### src/scsa_cfg.svh
// offsets, field positions, reset values and timing counts of the sequence assembler
`ifndef SCSA_CFG_SVH
`define SCSA_CFG_SVH

// register byte offsets on the apb bus
`define SCSA_CTRL_OFS 12'h000
`define SCSA_STAT_OFS 12'h004
`define SCSA_SEQ_OFS 12'h008

// control register fields
`define SCSA_CTRL_PL 0
`define SCSA_CTRL_HP 1
`define SCSA_CTRL_RDB 2
`define SCSA_CTRL_AB 3
`define SCSA_CTRL_SM_LO 4
`define SCSA_CTRL_SM_HI 8
`define SCSA_CTRL_RST 9'h000

// status register fields
`define SCSA_STAT_BC_LO 0
`define SCSA_STAT_BC_HI 2
`define SCSA_STAT_SYM_LO 4
`define SCSA_STAT_SYM_HI 11
`define SCSA_STAT_FRM_LO 16
`define SCSA_STAT_FRM_HI 31

// sequence layout: sync patterns and positions
`define SCSA_SYNC_HI 7'h32
`define SCSA_SYNC_LO 2'h3
`define SCSA_SEQ_BITS 32
`define SCSA_BLOCKS 8
`define SCSA_SYMS_PER_FRAME 256

`endif

### src/scsa_pkg.sv
// types shared by the sequence assembler files
package scsa_pkg;

   // service mode codes; codes 03..1F are reserved and pass through as raw bits
   typedef enum logic [4:0] {
      SM_NONE = 5'h00,
      SM_HYBRID_MODE = 5'h01,
      SM_ALL_DIGITAL_MODE = 5'h02
   } scsa_mode_t;

   // apb slave answer phase
   typedef enum logic [0:0] {
      APB_IDLE = 1'b0,
      APB_DONE = 1'b1
   } scsa_apb_t;

endpackage

### src/scsa_seq_build.sv
// one 32-bit system control data sequence, laid out with sync and parity bits
`timescale 1ns/1ps
`default_nettype none
`include "scsa_cfg.svh"

module scsa_seq_build (
   input wire logic power_level_flag,
   input wire logic high_power_ident_flag,
   input wire logic audio_bandwidth_flag,
   input wire logic reduced_bandwidth_flag,
   input wire logic [2:0] block_counter,
   input wire logic [4:0] service_mode_field,
   output logic [31:0] seq
);

   // reserved bits stay zero but still take part in their parity groups
   logic rsv4;
   logic rsv3;
   logic [2:0] rsv_lo;
   assign rsv4 = 1'b0;
   assign rsv3 = 1'b0;
   assign rsv_lo = 3'h0;

   // field layout from msb down
   always_comb
   begin
      seq = 32'h0000_0000;
      seq[31:25] = `SCSA_SYNC_HI;
      seq[24] = power_level_flag;
      seq[23] = power_level_flag;
      seq[22] = 1'b1;
      seq[21] = rsv4;
      seq[20] = high_power_ident_flag;
      seq[19] = audio_bandwidth_flag;
      seq[18] = ^{rsv4, high_power_ident_flag, audio_bandwidth_flag};
      seq[17] = 1'b0;
      seq[16] = reduced_bandwidth_flag;
      seq[15] = rsv3;
      seq[14:12] = block_counter;
      seq[11] = ^{reduced_bandwidth_flag, rsv3, block_counter};
      seq[10:9] = `SCSA_SYNC_LO;
      seq[8:6] = rsv_lo;
      seq[5:1] = service_mode_field;
      seq[0] = ^{rsv_lo, service_mode_field};
   end

endmodule // scsa_seq_build
`default_nettype wire

### src/scsa_top.sv
// system control data sequence assembler with apb control and per-frame vector output
`timescale 1ns/1ps
`default_nettype none
`include "scsa_cfg.svh"

module scsa_top (
   input wire logic CLK,
   input wire logic RST,
   input wire logic PSEL,
   input wire logic PENABLE,
   input wire logic PWRITE,
   input wire logic [11:0] PADDR,
   input wire logic [31:0] PWDATA,
   input wire logic [3:0] PSTRB,
   output logic PREADY,
   output logic [31:0] PRDATA,
   output logic PSLVERR,
   input wire logic SYM_TICK,
   input wire logic FRAME_START,
   output logic [255:0] R_VEC,
   output logic R_VALID,
   output logic [2:0] BLOCK_COUNT,
   output logic BC_VALID
);

   // control register and timebase state
   logic [8:0] ctrl_q;
   logic [7:0] sym_cnt_q;
   logic [15:0] frames_q;
   logic [255:0] r_q;
   logic r_valid_q;
   logic [2:0] bc_q;
   logic bc_valid_q;
   scsa_pkg::scsa_apb_t apb_q;
   logic pready_q;
   logic [31:0] prdata_q;
   logic pslverr_q;

   // control fields as the configuration administrator set them
   logic pl_ctl;
   logic hp_ctl;
   logic rdb_ctl;
   logic ab_ctl;
   logic [4:0] sm_ctl;
   logic all_digital;
   logic pl_flag;
   logic hp_flag;
   logic ab_flag;
   logic rdb_flag;
   assign pl_ctl = ctrl_q[`SCSA_CTRL_PL];
   assign hp_ctl = ctrl_q[`SCSA_CTRL_HP];
   assign rdb_ctl = ctrl_q[`SCSA_CTRL_RDB];
   assign ab_ctl = ctrl_q[`SCSA_CTRL_AB];
   assign sm_ctl = ctrl_q[`SCSA_CTRL_SM_HI:`SCSA_CTRL_SM_LO];
   assign all_digital = (sm_ctl == scsa_pkg::SM_ALL_DIGITAL_MODE);

   // flag sanitising before the layout stage
   assign rdb_flag = rdb_ctl;
   assign pl_flag = pl_ctl & ~rdb_flag & ~all_digital;
   assign hp_flag = hp_ctl & ~rdb_flag;
   assign ab_flag = ab_ctl & ~all_digital;

   // one sequence per block, bit reversed into its slot of the vector
   logic [255:0] r_next;
   genvar gj;
   generate
      for (gj = 0; gj < `SCSA_BLOCKS; gj++)
      begin : g_blk
         logic [31:0] seq;
         scsa_seq_build u_seq (
            .power_level_flag(pl_flag),
            .high_power_ident_flag(hp_flag),
            .audio_bandwidth_flag(ab_flag),
            .reduced_bandwidth_flag(rdb_flag),
            .block_counter(3'(gj)),
            .service_mode_field(sm_ctl),
            .seq(seq)
         );
         for (genvar gi = 0; gi < `SCSA_SEQ_BITS; gi++)
         begin : g_bit
            assign r_next[32 * gj + gi] = seq[31 - gi];
         end
      end
   endgenerate

   // timebase: index of the symbol being sent on this tick
   logic [7:0] cur_idx;
   logic blk_start;
   logic frm_start;
   assign cur_idx = FRAME_START ? 8'h00 : sym_cnt_q;
   assign blk_start = SYM_TICK & (cur_idx[4:0] == 5'h00);
   assign frm_start = SYM_TICK & (cur_idx == 8'h00);

   // symbol counter wraps every frame; a frame start resyncs it
   always_ff @(posedge CLK)
   begin
      if (RST)
         sym_cnt_q <= 8'h00;
      else if (SYM_TICK)
         sym_cnt_q <= cur_idx + 8'h01;
      else if (FRAME_START)
         sym_cnt_q <= 8'h00;
   end

   // block count reported at each block's first symbol
   always_ff @(posedge CLK)
   begin
      if (RST)
      begin
         bc_q <= 3'h0;
         bc_valid_q <= 1'b0;
      end
      else
      begin
         bc_valid_q <= blk_start;
         if (blk_start)
            bc_q <= cur_idx[7:5];
      end
   end

   // whole vector latched and strobed at each frame's first symbol
   always_ff @(posedge CLK)
   begin
      if (RST)
      begin
         r_q <= 256'h0;
         r_valid_q <= 1'b0;
         frames_q <= 16'h0000;
      end
      else
      begin
         r_valid_q <= frm_start;
         if (frm_start)
         begin
            r_q <= r_next;
            frames_q <= frames_q + 16'h0001;
         end
      end
   end

   // apb decode; one wait state, write lands on the edge that sees pready
   logic acc;
   logic hit;
   assign acc = PSEL & PENABLE;
   assign hit = (PADDR == `SCSA_CTRL_OFS) | (PADDR == `SCSA_STAT_OFS) |
                (PADDR == `SCSA_SEQ_OFS);

   // sequence of the block last reported, bit order restored
   logic [31:0] cur_seq;
   always_comb
   begin
      cur_seq = 32'h0000_0000;
      for (int i = 0; i < `SCSA_SEQ_BITS; i++)
         cur_seq[31 - i] = r_q[{bc_q, 5'(i)}];
   end

   // read mux
   logic [31:0] rd_val;
   always_comb
   begin
      rd_val = 32'h0000_0000;
      if (PADDR == `SCSA_CTRL_OFS)
         rd_val[8:0] = ctrl_q;
      else if (PADDR == `SCSA_STAT_OFS)
      begin
         rd_val[`SCSA_STAT_BC_HI:`SCSA_STAT_BC_LO] = bc_q;
         rd_val[`SCSA_STAT_SYM_HI:`SCSA_STAT_SYM_LO] = sym_cnt_q;
         rd_val[`SCSA_STAT_FRM_HI:`SCSA_STAT_FRM_LO] = frames_q;
      end
      else if (PADDR == `SCSA_SEQ_OFS)
         rd_val = cur_seq;
   end

   // answer phase state
   always_ff @(posedge CLK)
   begin
      if (RST)
      begin
         apb_q <= scsa_pkg::APB_IDLE;
         pready_q <= 1'b0;
         prdata_q <= 32'h0000_0000;
         pslverr_q <= 1'b0;
      end
      else
      begin
         unique case (apb_q)
            scsa_pkg::APB_IDLE:
            begin
               if (acc)
               begin
                  apb_q <= scsa_pkg::APB_DONE;
                  pready_q <= 1'b1;
                  prdata_q <= PWRITE ? 32'h0000_0000 : rd_val;
                  pslverr_q <= ~hit;
               end
            end
            scsa_pkg::APB_DONE:
            begin
               apb_q <= scsa_pkg::APB_IDLE;
               pready_q <= 1'b0;
               prdata_q <= 32'h0000_0000;
               pslverr_q <= 1'b0;
            end
         endcase
      end
   end

   // control register write, byte lanes honoured
   always_ff @(posedge CLK)
   begin
      if (RST)
         ctrl_q <= `SCSA_CTRL_RST;
      else if (acc & pready_q & PWRITE & (PADDR == `SCSA_CTRL_OFS))
      begin
         if (PSTRB[0])
            ctrl_q[7:0] <= PWDATA[7:0];
         if (PSTRB[1])
            ctrl_q[8] <= PWDATA[8];
      end
   end

   // outputs straight from flops
   assign PREADY = pready_q;
   assign PRDATA = prdata_q;
   assign PSLVERR = pslverr_q;
   assign R_VEC = r_q;
   assign R_VALID = r_valid_q;
   assign BLOCK_COUNT = bc_q;
   assign BC_VALID = bc_valid_q;

   // checker helpers: first and last sequence back in natural bit order
   logic [31:0] chk_s0;
   logic [31:0] chk_s7;
   logic seen_bc_q;
   logic [2:0] prev_bc_q;
   always_comb
   begin
      chk_s0 = 32'h0000_0000;
      chk_s7 = 32'h0000_0000;
      for (int i = 0; i < 32; i++)
      begin
         chk_s0[31 - i] = r_q[i];
         chk_s7[31 - i] = r_q[224 + i];
      end
   end

   // remembers whether a count was reported and which
   always_ff @(posedge CLK)
   begin
      if (RST)
      begin
         seen_bc_q <= 1'b0;
         prev_bc_q <= 3'h0;
      end
      else if (bc_valid_q)
      begin
         seen_bc_q <= 1'b1;
         prev_bc_q <= bc_q;
      end
   end
endmodule // scsa_top
`default_nettype wire

### config.mk
export PLATFORM = sky130hd
export DESIGN_NAME = scsa_top
export DESIGN_NICKNAME = d
export VERILOG_FILES = /design/src/scsa_pkg.sv /design/src/scsa_seq_build.sv /design/src/scsa_top.sv
export VERILOG_INCLUDE_DIRS = /design/src /design/src/src
export SDC_FILE = /design/constraint.sdc
export NUM_CORES = 1
export LEC_CHECK = 0
export ABC_AREA = 1
export BUFFER_PORTS_ARGS = -buffer_cell sky130_fd_sc_hd__buf_2
export CAP_MARGIN = 20
export CORE_AREA = 2 2 136 138
export CTS_CLUSTER_DIAMETER = 60
export DETAILED_ROUTE_END_ITERATION = 12
export DIE_AREA = 0 0 138 140
export SYNTH_ARGS = -nofsm -noshare
export SYNTH_HDL_FRONTEND = slang
export SYNTH_SLANG_ARGS = --single-unit
### constraint.sdc
create_clock -name CLK -period 3.9 [get_ports CLK]
set_input_delay 0.195 -clock CLK [delete_from_list [all_inputs] [get_ports CLK]]
set_output_delay 0.195 -clock CLK [all_outputs]
set_load 0.03 [all_outputs]
### After elaboration in Yosys (flattened, before gate mapping)

Memory sizes are Yosys's and may differ from the RTL's. A register that Yosys moved wholly into a read port is not among the register bits.
Index checks and enable logic that the tools add are counted.

| word-level totals | value |
|---|---|
| bits in registers | 237 |
| memory bits (read-only) | 8 |
| input port bits | 55 |
| output and inout bits | 295 |
| word-level logic and storage cells | 153 |
| memories kept | 1 |

| cells by class | value |
|---|---|
| $add $sub $neg | 2 |
| $lt $le $gt $ge | 32 |
| equality and inequality tests | 4 |
| mux-type cells | 75 |
| bitwise logic cells | 16 |
| reduce and logical (&&, ||, !) cells | 11 |

Memories:

| name | depth | width | read ports | clocked after memory_dff | wr ports | line | source |
|---|---|---|---|---|---|---|---|
| (name not given) | 8 | 1 | 1 | 1 | 0 | scsa_top.sv:154 | `cur_seq[31 - i] = r_q[{bc_q, 5'(i)}];` |

Operator list:

| kind | count |
|---|---|
| $lt 8x9->1 const B | 32 |
| $mux 32 | 3 |
| $bmux 1 s3 | 22 |
| $pmux 32 s2 | 1 |
| $mux 1 | 36 |
| $mux 8 | 3 |
| $mux 23 | 1 |
| $reduce_xor 5->1 | 4 |
| $add 16x1->16 const B | 1 |
| $mux 16 | 1 |
| $eq 12x3->1 const B | 1 |
| $eq 12x4->1 const B | 1 |
| $logic_not 12->1 | 1 |
| $and 1x1->1 | 10 |
| $mux 3 | 3 |
| $mux 9 | 1 |
| $add 8x1->8 const B | 1 |
| $logic_not 8->1 | 1 |
| $reduce_xor 8->1 | 1 |
| $pmux 1 s2 | 3 |
| $eq 5x2->1 const B | 1 |
| $logic_not 5->1 | 1 |
| $mux 4 | 1 |
| $not 1->1 | 4 |
| 4 further kinds | 6 |

### Depth between registers and ports, before layout

| depth | value |
|---|---|
| depth after elaboration | 8 |
| gate-level depth with buffers | 11 |
| mapped depth without buffers | 11 |

### By module

From an unflattened synthesis, not the netlist that was laid out.

| unflattened totals | value |
|---|---|
| cells, all modules | 2556 |
| area total of the unflattened synthesis | 17184.0 sq um |

By module, submodules not included:

| module | times used | cells each | area each (sq um) | sequential area each (sq um) |
|---|---|---|---|---|
| scsa_top | 1 | 2164 | 14581.5 | 6586.3 |
| scsa_seq_build | 8 | 49 | 325.3 | 0.0 |

### Least setup slack after synthesis

Ideal clock, no wire load.

| timing | value |
|---|---|
| kind | reg2reg |
| from | register, netlist name R_VEC[246] |
| to | register prdata_q[10] (netlist: PRDATA[10]) |
| setup time | 0.070 ns |
| arrival time | 2.070 ns |
| slack | 1.760 ns |
| cell stages (with the launch flop) | 5 |
| period minus slack after synthesis | 2.140 ns |
| path through | dfxtp_1 > nand3_1 > nand2_1 > nand3_1 > a21oi_1 |

RTL lines:

| what | line | source |
|---|---|---|
| end signal, assigned | scsa_top.sv:193 | `prdata_q <= PWRITE ? 32'h0000_0000 : rd_val;` |
| end, declared | scsa_top.sv:36 | `logic [31:0] prdata_q;` |

### Worst setup path in the final report

| timing | value |
|---|---|
| from | register sym_cnt_q[1] |
| to | register frames_q[0] |

| between the ends | value |
|---|---|
| cells in the longest elaborated chain, start to end | 3 |

Ends and longest elaborated chain:

| what | line | source |
|---|---|---|
| start, declared | scsa_top.sv:28 | `logic [7:0] sym_cnt_q;` |
| start signal, assigned | scsa_top.sv:100 | `sym_cnt_q <= cur_idx + 8'h01;` |
| $mux 8 | scsa_top.sv:90 | `assign cur_idx = FRAME_START ? 8'h00 : sym_cnt_q;` |
| $logic_not 8->1 | scsa_top.sv:92 | `assign frm_start = SYM_TICK & (cur_idx == 8'h00);` |
| $and 1x1->1 | scsa_top.sv:92 |  |
| end signal, assigned | scsa_top.sv:136 | `frames_q <= frames_q + 16'h0001;` |
| end, declared | scsa_top.sv:29 | `logic [15:0] frames_q;` |

No other way between the ends.
A chain may end at the register's enable or synchronous reset.

==> impl_metrics.ini <==
[run_status]
status = complete, no violations

[clock_tree]
cts_tree = yes
h-tree-depth = 3
cts_resized = 0
post_cts_buffers = 0
root_buffer = clkbuf_16
worstSkewPairLatency_ns = 0.34
cts_buffers = 9
cts.sinks = 85
clockBufferDepth = 2
postCtsHoldBufs = 0
clk_pin_slew_worst_paths_ns = 0.06

[placed_design]
dpl_cell_area_mm2 = 0.00580
gp_congestion = 0.877
io_buffers = 231
dp_slack_ns = 1.56
dp_hpwl_mm = 11.2

[synth]
syn_area_per_cell_um2 = 6.91
synthMuxAreaShare = 0
ys_seq_elements = 85
ys.flop_type = dfxtp_1
synth_edf_count = 0
synth_seq_area_share = 0.287
synth_top_family_by_area = buffers and inverters
yosys.area.top_type = buf_4
synth_compound_area_frac = 0.0803
synth_area_mm2 = 0.00593
synthXorXnorAreaFrac = 0.0162
synthMostInstantiatedCell = buf_4
async_flop_share = 0
synth.distinct_cells = 31
synth_top_cells_by_area = buf_4 (31%), dfxtp_1 (29%), nand2_1 (13%), a21oi_1 (5.1%), nor2_1 (5.0%)
yosysWarnings = 0
syn_inst = 859
netlist.area_leader.share = 0.311
synthSimpleGateAreaFrac = 0.240
synthAdderAreaFrac = 0.0105
synth_commonest_cells = buf_4 (246), nand2_1 (200), dfxtp_1 (85), nor2_1 (79), a21oi_1 (60)

[drt]
ant_nets = 0
drt-initial-drc-count = 347
vias = 4929
viasPerCell = 4.24
drtPass1Iterations = 7
wl_per_cell_um = 12.7
drc = 0
wirelength_mm = 14.7

[floorplanning]
core_area_mm2 = 0.0178
die_x_um = 138
die_area_mm2 = 0.0193
pin_count = 350
initial_utilization = 0.334
die_y_um = 140
num_rows = 49

[power]
switching_share = 0.363
pwr-share-seq = 0.397
p_comb_frac = 0.243
power_frac_clock = 0.360
p_switching_mw = 0.842
internal-power_mw = 1.48
p_per_area_mw_per_mm2 = 382
leakage_nw = 3.23
ir_worst_vdd_v = 0.000176

[timing]
tns_ns = 0
finalCriticalPeriod_ns = 2.12
fmax_mhz = 471
worst_slew_pin_slew_ns = 1.02
fin_crit_sh = 0.544
holdWs_ns = 0.0842
setup_viol = 0
finalHoldViolCount = 0
rsz0062_at_grt = no
drv_slew = 0
clock-skew-final_ns = 0.00876
slew_headroom = 0.321
setup_slack_ns = 1.78

[grt]
grt_busiest_layer = met2
met3_usage = 0.0236
grt_pass1_wl_mm = 22.1
use_met1 = 0.182
grt_pass1_vias = 4052
antenna_found_initial = 2
grt_usage = 0.142
use_met2 = 0.237
grt_max_degree = 63
overflow = 0

[worst_setup_path]
required_ns = 4.17
worstSetupEndpointType = flop
critical_path.max_fanout = 21
path_class = reg -> reg
cp.arrival_ns = 2.39
r2r-start = sym_cnt_q[1]
crit_start = sym_cnt_q[1]
startpoint_type = flop

[run]
max_cap_viol_count = 0

[final_layout]
drive_gt1_frac = 0.281
area_growth_pct = 2.55
nets = 989
final_area_mm2 = 0.00609
fillCellCount = 1930

[min_path]
min_from = PWDATA[5]
hold_path.class = in -> reg
-- stage by stage --
stage	utilization	instances	power, mW
2_1_floorplan	-	951	1.57
3_3_place_gp	0.326	1147	1.51
3_5_place_dp	0.326	1147	1.51
4_1_cts	0.342	1162	2.34
5_1_grt	0.342	1162	2.41
6_report	0.342	1163	2.32
-- state kept, by name, summed over array words and instances, names as in the netlist --
signal       count
sym_cnt_q        8
ctrl_q           9
frames_q        16
apb_q            1
PRDATA          31
PREADY           1
R_VALID          1
BC_VALID         1
R_VEC           13
BLOCK_COUNT      3
PSLVERR          1
-- worst paths after layout --
kind,cells after the start,to,slack (ns)
setup reg to reg,10,frames_q[0],1.78
setup / recovery,10,frames_q[0],1.78
hold reg to reg,2,PRDATA[19],0.46
hold / removal,3,ctrl_q[5],0.08
-- layout make-up --
class	count	area, um2	area share
Sequential cell	85	1700	0.280
Clock inverter	4	50.0	0.00822
Clock buffer	11	233	0.0382
Timing Repair Buffer	235	1190	0.195
Tap cell	229	287	0.0471
Multi-Input combinational cell	541	2410	0.396
Inverter	57	214	0.0352
Antenna cell	1	2.50	0.000411
-- routing by layer --
metal / part of all wire / wire [um] / vias up
li1: - / - / 2496
met1: 0.43 / 6400 / 2186
met2: 0.46 / 6830 / 224
met3: 0.079 / 1170 / 21
met4: 0.023 / 335 / 2
met5: 0.00088 / 13 / -
-- logic make-up (layout without fill, tap and decap cells) --
kind of cell,count (synthesis),count (layout)
AND/OR/NAND/NOR,341,341
XOR/XNOR,11,11
flip-flops,85,85
adder cells (fa/ha/maj),5,5
other,1,94
buffers and inverters,325,307
AO/OA/AOI/OAI,91,91
-- critical path: stages (launching register included) --
cell and delay, ns:
dfxtp_1 0.35, inv_1 0.05, nor2_1 0.17, inv_1 0.09, ha_1 0.20, nand3_1 0.10
nor2_2 0.06, nand3b_1 0.42, buf_4 0.34, o21ai_0 0.10, a21oi_1 0.17
-- cells in the final DEF (no fill, tap or decap), types with 6 or more instances in the layout --
cell / Yosys / layout
buf_2: 7 / 231
nor2_1: 79 / 79
nand4_1: 9 / 9
nand2_1: 200 / 200
o21ai_0: 21 / 21
xor2_1: 9 / 9
conb_1: 1 / 93
a21oi_1: 60 / 60
o211ai_1: 6 / 6
dfxtp_1: 85 / 84
clkbuf_16: 0 / 9
nor3_1: 7 / 7
nand3_1: 36 / 36
inv_1: 53 / 53
-- power groups by stage --
stage / logic, mW / registers [mW] / clock network [mW]
2_1_floorplan: 0.610 / 0.956 / 0
3_3_place_gp: 0.565 / 0.942 / 0
3_5_place_dp: 0.565 / 0.943 / 0
4_1_cts: 0.565 / 0.924 / 0.851
5_1_grt: 0.594 / 0.928 / 0.884
6_report: 0.565 / 0.923 / 0.837
No activity file was read; power rests on OpenSTA's default activity.
